File: src/pkg/ppmc_defines.svh
`ifndef PPMC_DEFINES_SVH
`define PPMC_DEFINES_SVH
// register byte offsets
`define PPMC_CTRL_OFS 4'h0
`define PPMC_RATE_OFS 4'h4
`define PPMC_STAT_OFS 4'h8
`define PPMC_RXST_OFS 4'hC
// control register fields
`define PPMC_CTRL_EN_BIT 0
`define PPMC_CTRL_G12_LSB 1
`define PPMC_CTRL_G3_LSB 3
`define PPMC_CTRL_G4_LSB 5
`define PPMC_CTRL_RST 7'h00
// pll select encodings
`define PPMC_SEL_CHAN 2'h0
`define PPMC_SEL_QUAD0 2'h2
`define PPMC_SEL_QUAD1 2'h3
// rx termination select encodings
`define PPMC_TERM_SUPPLY 2'h0
`define PPMC_TERM_PROG 2'h3
// rx status codes
`define PPMC_RX_OK 3'h0
`define PPMC_RX_SKP_ADD 3'h1
`define PPMC_RX_SKP_DEL 3'h2
`define PPMC_RX_DETECT 3'h3
`define PPMC_RX_DEC_ERR 3'h4
`define PPMC_RX_OVF 3'h5
`define PPMC_RX_UNF 3'h6
`define PPMC_RX_DISP_ERR 3'h7
// timing
`define PPMC_CLK_NS 20
`define PPMC_ALIGN_MIN_CYC 4
`define PPMC_ALIGN_NS 200
`define PPMC_ALIGN_CYC ((`PPMC_ALIGN_NS + `PPMC_CLK_NS - 1) / `PPMC_CLK_NS)
`define PPMC_PLLRST_NS 100
`define PPMC_PLLRST_CYC ((`PPMC_PLLRST_NS + `PPMC_CLK_NS - 1) / `PPMC_CLK_NS)
`define PPMC_LOCK_US 100
`define PPMC_LOCK_CYC ((`PPMC_LOCK_US * 1000) / `PPMC_CLK_NS)
`endif

File: src/pkg/ppmc_pkg.sv
package ppmc_pkg;
  // line rate generations
  typedef enum logic [1:0] {GEN1, GEN2, GEN3, GEN4} ppmc_rate_t;
  // pll feeding the channel
  typedef enum logic [1:0] {PLL_CHAN, PLL_QUAD0, PLL_QUAD1} ppmc_pll_t;
  // rate change sequencer
  typedef enum logic [2:0] {
    RC_IDLE, RC_PD, RC_RST, RC_LOCK, RC_DONE
  } ppmc_rc_state_t;
  // reset and alignment sequencer
  typedef enum logic [1:0] {
    RS_RESET, RS_WAIT_REL, RS_ALIGN, RS_RUN
  } ppmc_rs_state_t;
endpackage

File: src/hdl/ppmc_pipe_ctrl.sv
// Implementation choices: the register addresses and the Avalon-MM slave port.
`timescale 1ns/1ps
`include "ppmc_defines.svh"
module ppmc_pipe_ctrl #(
  parameter int LOCK_CYC = `PPMC_LOCK_CYC
) (
  input wire logic clk,
  input wire logic reset,
  // avalon-mm slave
  input wire logic [3:0] avs_address,
  input wire logic avs_read,
  input wire logic avs_write,
  input wire logic [31:0] avs_writedata,
  input wire logic [3:0] avs_byteenable,
  output logic [31:0] avs_readdata,
  output logic avs_waitrequest,
  // async pins from the fabric controller
  input wire logic reset_idle_n,
  input wire logic tx_align_start,
  input wire logic channel_pll_freq_lock,
  input wire logic quad_pll0_freq_lock,
  input wire logic quad_pll1_freq_lock,
  // rx datapath events, same clock
  input wire logic rx_skp_added,
  input wire logic rx_skp_removed,
  input wire logic rx_detected,
  input wire logic rx_decode_err,
  input wire logic rx_ebuf_overflow,
  input wire logic rx_ebuf_underflow,
  input wire logic rx_disparity_err,
  // status outputs
  output logic rate_change_idle,
  output logic tx_align_done,
  output logic gen3_entering,
  output logic gen3_ready,
  output logic shared_pll_powerdown_req,
  output logic shared_pll_reset_req,
  output logic phy_in_reset,
  output logic [2:0] rx_status_code,
  output logic rx_path_gen3,
  output ppmc_pkg::ppmc_pll_t active_pll
);
  import ppmc_pkg::*;

  localparam int ALIGN_CYC = `PPMC_ALIGN_CYC;
  localparam int PLLRST_CYC = `PPMC_PLLRST_CYC;

  // pll chosen for a rate from the select fields
  function automatic ppmc_pll_t pll_for(input ppmc_rate_t r,
                                        input logic [6:0] c);
    logic [1:0] s;
    s = 2'h0;
    pll_for = PLL_CHAN;
    case (r)
      GEN1, GEN2: begin
        s = c[`PPMC_CTRL_G12_LSB +: 2];
        if (s == `PPMC_SEL_QUAD1) pll_for = PLL_QUAD1;
        else if (s == `PPMC_SEL_QUAD0) pll_for = PLL_QUAD0;
        else pll_for = PLL_CHAN;
      end
      GEN3: begin
        s = c[`PPMC_CTRL_G3_LSB +: 2];
        if (s == `PPMC_SEL_QUAD1) pll_for = PLL_QUAD1;
        else pll_for = PLL_QUAD0;
      end
      default: begin
        s = c[`PPMC_CTRL_G4_LSB +: 2];
        if (s == `PPMC_SEL_QUAD0) pll_for = PLL_QUAD0;
        else pll_for = PLL_QUAD1;
      end
    endcase
  endfunction

  // two-flop synchronisers for the async pins
  logic [4:0] meta_r; // first stage, read only by sync_r
  logic [4:0] sync_r; // second stage, safe to use
  logic rst_idle_d_r; // synced reset_idle_n one cycle back
  logic rst_idle_s, align_start_s, chan_lock_s, q0_lock_s, q1_lock_s;

  // control state
  logic [6:0] ctrl_r; // enable and pll select fields
  ppmc_rate_t rate_r; // current line rate
  ppmc_rate_t target_r; // requested line rate
  ppmc_rc_state_t rc_r; // rate change state
  ppmc_rs_state_t rs_r; // reset state
  logic [15:0] rc_cnt_r; // rate change timer
  logic [7:0] al_cnt_r; // alignment timer
  logic [2:0] start_cnt_r; // tx_align_start high count
  logic ack_r; // bus answer phase
  logic start_req; // accepted rate write
  logic pcie_en;
  logic lock_sel;
  ppmc_pll_t target_pll;

  // pin synchroniser chain
  always_ff @(posedge clk) begin
    if (reset) begin
      meta_r <= 5'h01; // reset_idle_n idles high, no false request
      sync_r <= 5'h01;
      rst_idle_d_r <= 1'b1;
    end else begin
      meta_r <= {quad_pll1_freq_lock, quad_pll0_freq_lock,
                 channel_pll_freq_lock, tx_align_start, reset_idle_n};
      sync_r <= meta_r;
      rst_idle_d_r <= sync_r[0];
    end
  end
  assign rst_idle_s = sync_r[0];
  assign align_start_s = sync_r[1];
  assign chan_lock_s = sync_r[2];
  assign q0_lock_s = sync_r[3];
  assign q1_lock_s = sync_r[4];

  assign pcie_en = ctrl_r[`PPMC_CTRL_EN_BIT];
  assign target_pll = pll_for(target_r, ctrl_r);

  // lock of the pll the target rate uses
  always_comb begin
    case (target_pll)
      PLL_QUAD0: lock_sel = q0_lock_s;
      PLL_QUAD1: lock_sel = q1_lock_s;
      default: lock_sel = chan_lock_s;
    endcase
  end

  // bus handshake: one wait cycle per request
  always_ff @(posedge clk) begin
    if (reset) ack_r <= 1'b0;
    else ack_r <= (avs_read | avs_write) & ~ack_r;
  end
  assign avs_waitrequest = (avs_read | avs_write) & ~ack_r;

  // rate write accepted only when idle in pcie mode
  assign start_req = avs_write & ack_r & avs_byteenable[0] &
                     (avs_address == `PPMC_RATE_OFS) & pcie_en &
                     (rc_r == RC_IDLE) & (rs_r == RS_RUN);

  // control register
  always_ff @(posedge clk) begin
    if (reset) begin
      ctrl_r <= `PPMC_CTRL_RST;
    end else if (avs_write & ack_r & avs_byteenable[0] &
                 (avs_address == `PPMC_CTRL_OFS) & (rc_r == RC_IDLE)) begin
      ctrl_r <= avs_writedata[6:0];
    end
  end

  // read data latched in the wait cycle
  always_ff @(posedge clk) begin
    if (reset) begin
      avs_readdata <= 32'h00000000;
    end else if (avs_read & ~ack_r) begin
      case (avs_address)
        `PPMC_CTRL_OFS: avs_readdata <= {25'h0000000, ctrl_r};
        `PPMC_RATE_OFS: avs_readdata <= {28'h0000000, target_r, rate_r};
        `PPMC_STAT_OFS: avs_readdata <= {21'h000000, rc_r, rs_r,
          rx_path_gen3, phy_in_reset, gen3_ready, gen3_entering,
          tx_align_done, rate_change_idle};
        `PPMC_RXST_OFS: avs_readdata <= {29'h00000000, rx_status_code};
        default: avs_readdata <= 32'h00000000; // unmapped reads zero
      endcase
    end
  end

  // rate change sequencer
  always_ff @(posedge clk) begin
    if (reset) begin
      rc_r <= RC_IDLE;
      rate_r <= GEN1;
      target_r <= GEN1;
      rc_cnt_r <= 16'h0000;
    end else begin
      case (rc_r)
        RC_IDLE: begin
          rc_cnt_r <= 16'h0000;
          if (start_req) begin
            target_r <= ppmc_rate_t'(avs_writedata[1:0]);
            rc_r <= RC_PD;
          end
        end
        RC_PD: begin
          // quad pll needed: wake it, else straight to lock
          rc_r <= (target_pll == PLL_CHAN) ? RC_LOCK : RC_RST;
        end
        RC_RST: begin
          rc_cnt_r <= rc_cnt_r + 16'h0001;
          if (rc_cnt_r == 16'(PLLRST_CYC - 1)) begin
            rc_cnt_r <= 16'h0000;
            rc_r <= RC_LOCK;
          end
        end
        RC_LOCK: begin
          // lock or timeout ends the wait
          rc_cnt_r <= rc_cnt_r + 16'h0001;
          if (lock_sel || rc_cnt_r == 16'(LOCK_CYC - 1)) rc_r <= RC_DONE;
        end
        RC_DONE: begin
          rate_r <= target_r;
          rc_r <= RC_IDLE;
        end
        default: rc_r <= RC_IDLE;
      endcase
      if (!rst_idle_s) rc_r <= RC_IDLE; // reset aborts a change
    end
  end

  // reset and tx buffer-bypass alignment sequencer
  always_ff @(posedge clk) begin
    if (reset) begin
      rs_r <= RS_RESET;
      al_cnt_r <= 8'h00;
      start_cnt_r <= 3'h0;
    end else begin
      case (rs_r)
        RS_RESET: begin
          start_cnt_r <= 3'h0;
          if (rst_idle_s) rs_r <= RS_RUN;
          else rs_r <= RS_WAIT_REL;
        end
        RS_WAIT_REL: begin
          // count start pulse; act when it falls
          if (align_start_s) begin
            if (start_cnt_r != 3'h7) start_cnt_r <= start_cnt_r + 3'h1;
          end else if (start_cnt_r >= 3'(`PPMC_ALIGN_MIN_CYC)) begin
            rs_r <= RS_ALIGN;
            al_cnt_r <= 8'h00;
          end else begin
            start_cnt_r <= 3'h0; // too short, ignored
          end
          if (rst_idle_s && start_cnt_r == 3'h0) rs_r <= RS_RUN;
        end
        RS_ALIGN: begin
          al_cnt_r <= al_cnt_r + 8'h01;
          if (al_cnt_r == 8'(ALIGN_CYC - 1)) rs_r <= RS_RUN;
        end
        RS_RUN: begin
          start_cnt_r <= 3'h0;
          if (!rst_idle_s && !tx_align_done) rs_r <= RS_WAIT_REL;
        end
        default: rs_r <= RS_RESET;
      endcase
    end
  end

  // done flag: set at end of alignment, cleared by reset request
  always_ff @(posedge clk) begin
    if (reset) tx_align_done <= 1'b0;
    else if (rs_r == RS_ALIGN && al_cnt_r == 8'(ALIGN_CYC - 1))
      tx_align_done <= 1'b1;
    else if (rst_idle_d_r && !rst_idle_s) tx_align_done <= 1'b0;
  end

  // status outputs from state
  always_ff @(posedge clk) begin
    if (reset) begin
      rate_change_idle <= 1'b1;
      gen3_entering <= 1'b0;
      gen3_ready <= 1'b0;
      shared_pll_powerdown_req <= 1'b1;
      shared_pll_reset_req <= 1'b0;
      phy_in_reset <= 1'b1;
      rx_path_gen3 <= 1'b0;
      active_pll <= PLL_CHAN;
    end else begin
      rate_change_idle <= (rc_r == RC_IDLE) & ~start_req;
      gen3_entering <= (rc_r != RC_IDLE) & (target_r == GEN3);
      gen3_ready <= pcie_en & (rc_r == RC_IDLE) &
                    (rate_r == GEN3) & (rs_r == RS_RUN);
      // quad pll unused: keep it powered down
      shared_pll_powerdown_req <= ~pcie_en |
        ((rc_r == RC_IDLE) & (pll_for(rate_r, ctrl_r) == PLL_CHAN)) |
        ((rc_r != RC_IDLE) & (target_pll == PLL_CHAN));
      shared_pll_reset_req <= (rc_r == RC_RST);
      phy_in_reset <= (rs_r != RS_RUN);
      rx_path_gen3 <= pcie_en & (rate_r != GEN1) & (rate_r != GEN2);
      active_pll <= pll_for(rate_r, ctrl_r);
    end
  end

  // rx status encoder, errors win over info
  always_ff @(posedge clk) begin
    if (reset) rx_status_code <= `PPMC_RX_OK;
    else if (!pcie_en || rx_path_gen3) rx_status_code <= `PPMC_RX_OK;
    else if (rx_decode_err) rx_status_code <= `PPMC_RX_DEC_ERR;
    else if (rx_disparity_err) rx_status_code <= `PPMC_RX_DISP_ERR;
    else if (rx_ebuf_overflow) rx_status_code <= `PPMC_RX_OVF;
    else if (rx_ebuf_underflow) rx_status_code <= `PPMC_RX_UNF;
    else if (rx_detected) rx_status_code <= `PPMC_RX_DETECT;
    else if (rx_skp_removed) rx_status_code <= `PPMC_RX_SKP_DEL;
    else if (rx_skp_added) rx_status_code <= `PPMC_RX_SKP_ADD;
    else rx_status_code <= `PPMC_RX_OK;
  end
endmodule

File: config.mk
export PLATFORM = sky130hd
export DESIGN_NAME = ppmc_pipe_ctrl
export DESIGN_NICKNAME = d
export VERILOG_FILES = /design/src/pkg/ppmc_pkg.sv /design/src/hdl/ppmc_pipe_ctrl.sv
export VERILOG_INCLUDE_DIRS = /design/src /design/src/pkg
export SDC_FILE = /design/constraint.sdc
export NUM_CORES = 1
export LEC_CHECK = 0
export BUFFER_PORTS_ARGS = -buffer_cell sky130_fd_sc_hd__buf_2
export CORE_MARGIN = 5
export CORE_UTILIZATION = 57
export DETAILED_ROUTE_END_ITERATION = 8
export PLACE_DENSITY = 0.93
export RECOVER_POWER = 100
export SLEW_MARGIN = 10
export SYNTH_ARGS = -nofsm -noshare
export SYNTH_HDL_FRONTEND = slang
export SYNTH_SLANG_ARGS = --single-unit
export TNS_END_PERCENT = 1
File: constraint.sdc
create_clock -name clk -period 6.6 [get_ports clk]
set_clock_uncertainty 0.2 [all_clocks]
set_input_delay 0 -clock clk [delete_from_list [all_inputs] [get_ports clk]]
set_output_delay 0 -clock clk [all_outputs]
set_load 0.02 [all_outputs]
==> results of run 1 <==
## metal layers
layer,wire [µm],vias to the layer above
li1,-,1616
met1,4451,1742
met2,6019,356
met3,1390,108
met4,1007,0
met5,0,-
## cell type report
cell class / count / area [µm²]
fillers: 423 / 2226
inverters: 15 / 56.30
flip-flops and latches: 79 / 1582
well taps: 80 / 100.1
clock inverters: 6 / 92.59
clock buffers: 10 / 127.6
repair buffers: 79 / 493.0
multi-input cells: 312 / 2042
## tightest hold or removal path, delay by kind of cell
| family | cells | cell delay (ns) |
|---|---|---|
| and+or+nand+nor | 2 | 0.32 |
| buffers and inverters | 1 | 0.20 |
| AOI/OAI and AO/OA | 1 | 0.06 |
## worst min path at each step
stage	from	cells after the start	endpoint	slack, ns
floorplan	reset	2	shared_pll_powerdown_req$_SDFF_PP1_	-0.10
global placement	reset_idle_n	2	meta_r[0]$_SDFF_PP1_	-0.02
detailed placement	reset_idle_n	2	meta_r[0]$_SDFF_PP1_	-0.0002
CTS	avs_write	4	rate_change_idle$_SDFF_PP1_	0.04
global route	avs_write	4	rate_change_idle$_SDFF_PP1_	0.05
finish	avs_address[3]	4	avs_readdata[7]$_SDFFE_PP0P_	0.07
## kinds of logic after synthesis
logic type / Yosys count
AO/OA/AOI/OAI: 74
XOR/XNOR: 13
adder cells (fa/ha/maj): 14
buffers and inverters: 55
flip-flops: 79
multiplexers: 24
other: 1
AND/OR/NAND/NOR: 166
## state kept, by name (all words and copies together), names as in the netlist, 2 cells and up
register,count
target_r,2
start_cnt_r,3
rate_r,2
al_cnt_r,8
rx_status_code,3
avs_readdata,11
rc_cnt_r,16
sync_r,5
rc_r,3
ctrl_r,7
meta_r,5
active_pll,2
rs_r,2
## synthesized netlist by cell type, types with 11 or more instances
library cell / n
dfxtp_1: 79
nor2_1: 39
a21oi_1: 21
buf_4: 21
nor3_1: 21
mux2i_1: 19
nand2_1: 19
inv_1: 15
ha_1: 14
nand3_1: 14
o21ai_0: 14
nor2b_1: 13
clkbuf_1: 12
a211oi_1: 11
## stage by stage
stage | total power [mW] | setup WS [ns]
5_1_grt | 1.115 | 3.255
4_1_cts | 1.063 | 3.985
2_1_floorplan | 0.6373 | 4.483
3_5_place_dp | 0.6650 | 4.121
6_report | 1.085 | 3.402
3_3_place_gp | 0.6557 | 4.190
## report_power, final
| group | internal [mW] | total, mW | switching (mW) |
|---|---|---|---|
| Combinational | 0.0659 | 0.174 | 0.108 |
| Sequential | 0.490 | 0.508 | 0.0171 |
| Clock | 0.216 | 0.403 | 0.188 |
| Total | 0.772 | 1.08 | 0.313 |
## timing repair
item / in CTS / in global routing
endpoints found under the hold margin: 28 / 0
hold buffers: 26 / 0
buffers inserted: 0 / 0
==> summary.md, run 1 <==
| Metric | Value |
|---|---|
| Yosys warning count | `0` |
| Grt ovf | `0` |
| PortBufs | `52` |
| Pwr Density | `241.4 nW/µm²` |
| GR met3 Demand/Resource | `6.661%` |
| Normalized max-slew margin | `-93.76%` |
| Number of global-route vias before repair | `3730` |
| Minimum clock period | `3.198 ns` |
| Top FF cell, synth | `dfxtp_1` |
| Area leader, netlist | `dfxtp_1` |
| Final Cell Area | `4493 µm²` |
| Die width | `92.59 µm` |
| Clock slew at reported path FFs | `0.09 ns` |
| Antenna Nets Post-Route | `0` |
| Area contributors post-synth | `dfxtp_1 41%, mux2i_1 4.9%, ha_1 4.5%` |
| Final Setup Violations | `0` |
| Largest delay contributor family on the critical path | `buffers and inverters` |
| Crit path cell chain | `buf_2, clkbuf_1, nand2b_1, nor3_1, o21a_1, dlygate4sd3_1` |
| Crit Path Max Fanout | `68` |
| CP Launch Type | `input port` |
| RSZ-0062 raised after global routing | `no` |
| Antenna violations before repair | `0` |
| Worst hold-check slack | `0.06914 ns` |
| Row count | `30` |
| Mux contribution to synthesized area | `7.210%` |
| Utilization after layout | `66.87%` |
| EDFF count, synth | `0` |
| WP buf/inv | `3` |
| Status | `finished, violations left` |
| Placement-stage cell area | `4048 µm²` |
| Placed cell count | `539` |
| TritonCTS clock tree | `built` |
| First-pass GRT wire length | `20420 µm` |
| Top Usage Layer GRT | `met2` |
| CP peak stage delay | `2.05 ns` |
| CTS resizes | `0` |
| Most frequent cells in the layout | `79 x dfxtp_1, 39 x nor2_1, 27 x clkbuf_1, 27 x buf_2, 26 x dlygate4sd3_1` |
| # diodes | `0` |
| Fraction of the mapped netlist area in compound gates | `12.68%` |
| Vias/cell | `6.578` |
| Initial DRC count | `764` |
| Path depth of the worst reg2reg path | `4` |
| Num CTS Buffers | `9` |
| Leakage | `1.706 nW` |
| Main combinational cell family by area after synthesis | `simple AND/OR/NAND/NOR gates` |
| Nets | `566` |
| Instance count on the critical path | `6` |
| Largest net degree at the start of global routing | `69` |
| Worst Setup SP | `reset` |
| Core ar. | `6719 µm²` |
| Reg2reg setup slack | `3.47 ns` |
| Hpwl dp | `6337 µm` |
| Distinct cell type count after synthesis | `55` |
| End of the critical path | `rx_status_code[1]$_SDFF_PP0_` |
| CP max stage cell | `clkbuf_1` |
| Max-Cap Viols | `2` |
| Met1 global-route usage | `36.07%` |
| Xor and xnor area share after synthesis | `2.929%` |
| Fin Setup TNS | `0 ns` |
| Reg2reg start | `rc_cnt_r[3]$_SDFFE_PP0P_` |
| Hold crit path type | `input port to flip-flop` |
| Max-slew violations | `85` |
| Failing checks | `max-capacitance violations, max-slew violations` |
| Yosys reg bits | `79` |
| RR Endpoint | `rc_cnt_r[10]$_SDFFE_PP0P_` |
| Clk sinks | `79` |
| Sequential-to-total area share from yosys stat | `40.68%` |
| Initial Util | `57.86%` |
| Die height | `92.59 µm` |
| Post-synth ARST share | `0%` |
| Mapped Cells | `426` |
| Post-Syn Area | `3887 µm²` |
| Final non-filler cell total | `581` |
| Maximum clock rate | `312.7 MHz` |
| Htree depth | `3` |
| Hold violation total from the final report | `0` |
| Share of layout cells above drive strength 1 | `11.18%` |
| Simple-Gate Fraction of Synth Area | `23.17%` |
| WP data required | `6.65 ns` |
| Worst skew pair latency | `0.36 ns` |
| DRC viols | `0` |
| Top cell type's share of synthesized area | `40.68%` |
| Wirelength per Cell | `22.15 µm` |
| Root buffer cell | `clkbuf_8` |
| DRT Pass-1 Iters | `5` |
| Post-Route WL | `12870 µm` |
| WP data arrival | `3.24 ns` |
| DIE AREA | `8572 µm²` |
| Syn_area_per_cell | `9.126 µm²` |
| Layout area overhead | `15.58%` |
| Adder-cell share of the synthesized area | `4.506%` |
| GRT Total Usage | `30.52%` |
| CTS Buffer Depth | `2` |
| Worst ir drop on vdd | `0.0002136 V` |
| Via Count | `3822` |
| Critical Path End Type | `flip-flop` |
| Worst-margin pin slew | `2.906 ns` |
| Met2 Usage GRT | `49.97%` |
| Commonest non-fill, non-tap cell in the layout | `dfxtp_1` |
| CP Class | `input port to flip-flop` |
| I/O pin cnt | `102` |
| GPL Wtd Cong | `0.8687` |
| Fin crit share | `48.45%` |
Power figures use the tool's default switching activity.
==> run 2, diff against run 1 <==
- CORE_UTILIZATION: 57 -> 48
- PLACE_DENSITY: 0.93 -> 0.85
- clock period: 6.6 -> 2.8 ns (I/O delays scaled with it)
==> summary.md, run 2 (synthesis results as in run 1) <==
| Metric | Value |
|---|---|
| Max-slew violations | `0` |
| Hold Crit Depth | `4` |
| Minimum clock period | `2.626 ns` |
| Worst ir drop on vdd | `0.0003537 V` |
| Antenna violations before repair | `0` |
| Hold Crit Start | `avs_byteenable[0]` |
| Hold violation total from the final report | `0` |
| Final Setup Violations | `0` |
| Largest delay contributor family on the critical path | `buffers and inverters` |
| WP data required | `2.84 ns` |
| RSZ-0062 raised after global routing | `no` |
| Initial DRC count | `317` |
| Antenna Nets Post-Route | `0` |
| Initial Util | `49.79%` |
| Leading registers by flop count | `rc_cnt_r (16), avs_readdata (11), al_cnt_r (8)` |
| Instance count on the critical path | `6` |
| Row count | `32` |
| Die height | `100.0 µm` |
| WP buf/inv | `2` |
| Largest net degree at the start of global routing | `42` |
| Vias/cell | `5.718` |
| Status | `completed` |
| Die width | `100.0 µm` |
| Maximum clock rate | `380.7 MHz` |
| DRC viols | `0` |
| Crit path cell chain | `nor3_1, clkbuf_2, nand3_1, mux2i_1, nor2_1, dlygate4sd3_1` |
| Largest register FFs | `16` |
| Path depth of the worst reg2reg path | `6` |
| WP data arrival | `2.67 ns` |
| Leakage | `1.754 nW` |
| CP Launch Type | `flip-flop` |
| DRT Pass-1 Iters | `5` |
| Grt ovf | `0` |
| Num CTS Buffers | `9` |
| Commonest non-fill, non-tap cell in the layout | `dfxtp_1` |
| Worst skew pair latency | `0.36 ns` |
| Fillers | `645` |
| Htree depth | `3` |
| Pwr Density | `554.3 nW/µm²` |
| Post-Route WL | `10090 µm` |
| Via Count | `3494` |
| Normalized max-slew margin | `18.73%` |
| Crit Path Max Fanout | `15` |
| GRT Total Usage | `20.44%` |
| Fin crit share | `93.80%` |
| CP Class | `flip-flop to flip-flop` |
| Critical Path End Type | `flip-flop` |
| DIE AREA | `9999 µm²` |
| TritonCTS clock tree | `built` |
| CP max stage cell | `dlygate4sd3_1` |
| Utilization after layout | `58.78%` |
| I/O pin cnt | `102` |
| Number of global-route vias before repair | `3503` |
| Nets | `574` |
| Layout area overhead | `18.06%` |
| Most frequent cells in the layout | `79 x dfxtp_1, 39 x nor2_1, 32 x dlygate4sd3_1, 29 x clkbuf_1, 25 x buf_2` |
| Largest Register | `rc_cnt_r` |
| Clk sinks | `79` |
| First-pass GRT wire length | `16480 µm` |
| Hpwl dp | `6413 µm` |
| Clock slew at reported path FFs | `0.08 ns` |
| Hold crit path type | `input port to flip-flop` |
| GPL Wtd Cong | `0.8232` |
| CTS Buffer Depth | `2` |
| Wirelength per Cell | `16.51 µm` |
| CP peak stage delay | `0.60 ns` |
| Total power | `2.544 mW` |
| Worst hold-check slack | `0.07665 ns` |
| Root buffer cell | `clkbuf_8` |
| Worst Setup SP | `rc_r[2]$_SDFFE_PP0P_` |
| # diodes | `0` |
| Reg2reg start | `rc_r[2]$_SDFFE_PP0P_` |
| Share of layout cells above drive strength 1 | `10.61%` |
| Fin Setup TNS | `0 ns` |
| PortBufs | `52` |
| Worst-margin pin slew | `1.219 ns` |
| Core ar. | `7807 µm²` |
| Max-Cap Viols | `0` |
==> run 2: cell count changes in the layout (fill, tap and decap cells not counted), moves of 2 or more <==
cell           before  now
and2_0              3    1
and2_1              1    3
buf_2              27   25
clkbuf_1           27   29
dlygate4sd3_1      26   32
==> run 2: worst min-delay path, stage by stage <==
cell and delay, ns:
buf_2 0.11, and4b_1 0.25, nand3_1 0.13, a21o_1 0.12
==> run 2: timing repair <==
item,CTS,global route
buffers inserted,0,0
hold buffers,32,0
resized for setup,0,0
hold endpoints to repair,31,0
==> run 2: per-stage QoR <==
| stage | setup slack (ns) | cells | area (µm²) |
|---|---|---|---|
| floorplan | 0.6832 | 446 | 3963 |
| global placement | 0.5437 | 563 | 4090 |
| detailed placement | 0.4578 | 563 | 4090 |
| CTS | 0.2780 | 611 | 4641 |
| global route | 0.04979 | 611 | 4589 |
| finish | 0.1735 | 611 | 4589 |
==> run 2: per-layer routing <==
metal,GRT usage (%),wire length (µm),vias up
met4,11.09,427,0
met2,34.07,4951,168
met5,0,0,-
li1,-,-,1644
met3,5.490,684,46
met1,23.89,4023,1636
==> run 2: final cells by class <==
type / count / area, µm² / area share (%)
flip-flops and latches: 79 / 1582 / 34.46
multi-input cells: 312 / 2034 / 44.33
clock inverters: 6 / 92.59 / 2.017
repair buffers: 87 / 559.3 / 12.19
clock buffers: 10 / 137.6 / 2.999
inverters: 15 / 56.30 / 1.227
well taps: 102 / 127.6 / 2.781
==> run 2: path summary, 6_finish.rpt <==
kind,to,slack [ns]
setup / recovery,ctrl_r[4]$_SDFFE_PP0P_,0.17
hold / removal,rate_change_idle$_SDFF_PP1_,0.08
setup reg to reg,ctrl_r[4]$_SDFFE_PP0P_,0.17
hold reg to reg,sync_r[0]$_SDFF_PP1_,0.24
==> run 2: power breakdown <==
part           internal [mW]  switching [mW]  total, mW
Clock                  0.531           0.438      0.968
Sequential              1.16          0.0367       1.19
Combinational          0.155           0.228      0.383
Total                   1.84           0.702       2.54
==> run 3, diff against run 2 <==
- CORE_UTILIZATION: 48 -> 57
- PLACE_DENSITY: 0.85 -> 0.93
- clock period: 2.8 -> 3.4 ns (I/O delays scaled with it)
==> summary.md, run 3 (synthesis results as in run 1) <==
| Metric | Value |
|---|---|
| Status | `finished, violations left` |
| Failing checks | `max-capacitance violations, max-slew violations` |
| DRT Pass-1 Iters | `7` |
| CP Class | `flip-flop to flip-flop` |
| Leakage | `1.701 nW` |
| Nets | `568` |
| Worst skew pair latency | `0.37 ns` |
| Largest register FFs | `16` |
| CP Launch Type | `flip-flop` |
| Maximum clock rate | `309.0 MHz` |
| Final Setup Violations | `0` |
| Antenna violations before repair | `0` |
| Num CTS Buffers | `9` |
| Die width | `92.59 µm` |
| Root buffer cell | `clkbuf_8` |
| Fin crit share | `95.17%` |
| Crit Path Max Fanout | `15` |
| WP data arrival | `3.29 ns` |
| CTS Buffer Depth | `2` |
| Leading registers by flop count | `rc_cnt_r (16), avs_readdata (11), al_cnt_r (8)` |
| Layout area overhead | `15.16%` |
| Max-Cap Viols | `1` |
| Setup Buffers After CTS | `0` |
| Core ar. | `6719 µm²` |
| Cts hold-fix bufs | `27` |
| Largest net degree at the start of global routing | `42` |
| WP data required | `3.46 ns` |
| CTS resizes | `0` |
| DIE AREA | `8572 µm²` |
| Max-slew violations | `42` |
| Hpwl dp | `6450 µm` |
| Met1 global-route usage | `34.71%` |
| Met2 Usage GRT | `51.54%` |
| Antenna Nets Post-Route | `0` |
| Number of global-route vias before repair | `3991` |
| Fin Setup TNS | `0 ns` |
| PortBufs | `52` |
| Wirelength per Cell | `22.38 µm` |
| GR met3 Demand/Resource | `7.392%` |
| TritonCTS clock tree | `built` |
| Largest Register | `rc_cnt_r` |
| Top Usage Layer GRT | `met2` |
| Grt ovf | `0` |
| Post-Route WL | `13050 µm` |
| Most frequent cells in the layout | `79 x dfxtp_1, 39 x nor2_1, 28 x clkbuf_1, 27 x dlygate4sd3_1, 26 x buf_2` |
| DRC viols | `0` |
| First-pass GRT wire length | `21020 µm` |
| GRT Total Usage | `30.94%` |
| Worst-margin pin slew | `1.820 ns` |
| Vias/cell | `6.714` |
| Clock slew at reported path FFs | `0.09 ns` |
| Minimum clock period | `3.236 ns` |
| Hold violation total from the final report | `0` |
| Initial Util | `57.86%` |
| RSZ-0062 raised after global routing | `no` |
| Commonest non-fill, non-tap cell in the layout | `dfxtp_1` |
| Clk sinks | `79` |
| GPL Wtd Cong | `0.8962` |
| Htree depth | `3` |
| Share of layout cells above drive strength 1 | `10.74%` |
| Fillers | `407` |
| Worst hold-check slack | `0.03691 ns` |
| Reg2reg setup slack | `0.16 ns` |
| I/O pin cnt | `102` |
| Total power | `2.067 mW` |
| Worst ir drop on vdd | `0.0004072 V` |
| Via Count | `3914` |
| Normalized max-slew margin | `-21.37%` |
| Final non-filler cell total | `583` |
| Pwr Density | `461.8 nW/µm²` |
| Placed cell count | `540` |
| # diodes | `0` |
| Utilization after layout | `66.63%` |
| Critical Path End Type | `flip-flop` |
| Die height | `92.59 µm` |
| Hold crit path type | `input port to flip-flop` |
| Initial DRC count | `514` |
| Row count | `30` |
run 3: changes by cell type in the layout (fill, tap and decap cells not counted):
cell,previous run,this run
and2_1,3,2
and2_0,1,2
bufinv_16,2,1
clkbuf_1,29,28
buf_2,25,26
clkbuf_8,10,9
dlygate4sd3_1,32,27
clkinvlp_4,2,3
run 3: final cells by class:
class                      instances  area [µm²]  area share, %
clock buffer                      10       127.6          2.851
clock inverter                     6       70.07          1.565
inverter                          15       56.30          1.258
multi-input combinational        312        2034          45.44
sequential                        79        1582          35.33
tap                               80       100.1          2.236
timing repair buffer              81       506.7          11.32
run 3: worst paths after layout:
kind	startpoint	to	cells past startpoint
worst min-delay path	avs_byteenable[0]	rate_change_idle$_SDFF_PP1_	4
worst min register to register	meta_r[0]$_SDFF_PP1_	sync_r[0]$_SDFF_PP1_	1
worst max-delay path	rc_r[2]$_SDFFE_PP0P_	ctrl_r[6]$_SDFFE_PP0P_	5
worst max register to register	rc_r[2]$_SDFFE_PP0P_	ctrl_r[6]$_SDFFE_PP0P_	5
run 3: where the power goes:
part	internal, mW	total [mW]	switching, mW
clock	0.344	0.735	0.391
combinational	0.127	0.346	0.219
sequential	0.952	0.987	0.0346
run 3: critical path, stage by stage (launching register included):
cell and delay [ns]:
dfxtp_1 0.47, nor3_1 0.79, nand3_1 0.66, mux2i_1 0.33, nor2_1 0.06, dlygate4sd3_1 0.63
run 3: per-layer routing:
layer,up-vias,wire length (µm),share of wire [%]
met2,394,6042,46
li1,1616,-,-
met1,1776,4482,34
met4,0,1065,8.2
met3,128,1457,11
met5,-,0,0
run 3: through the flow:
step                setup WS (ns)  instance area (µm²)
global route              0.07717                 4477
finish                     0.1641                 4477
global placement            1.142                 4055
detailed placement          1.098                 4055
floorplan                   1.283                 3963
CTS                        0.4289                 4523
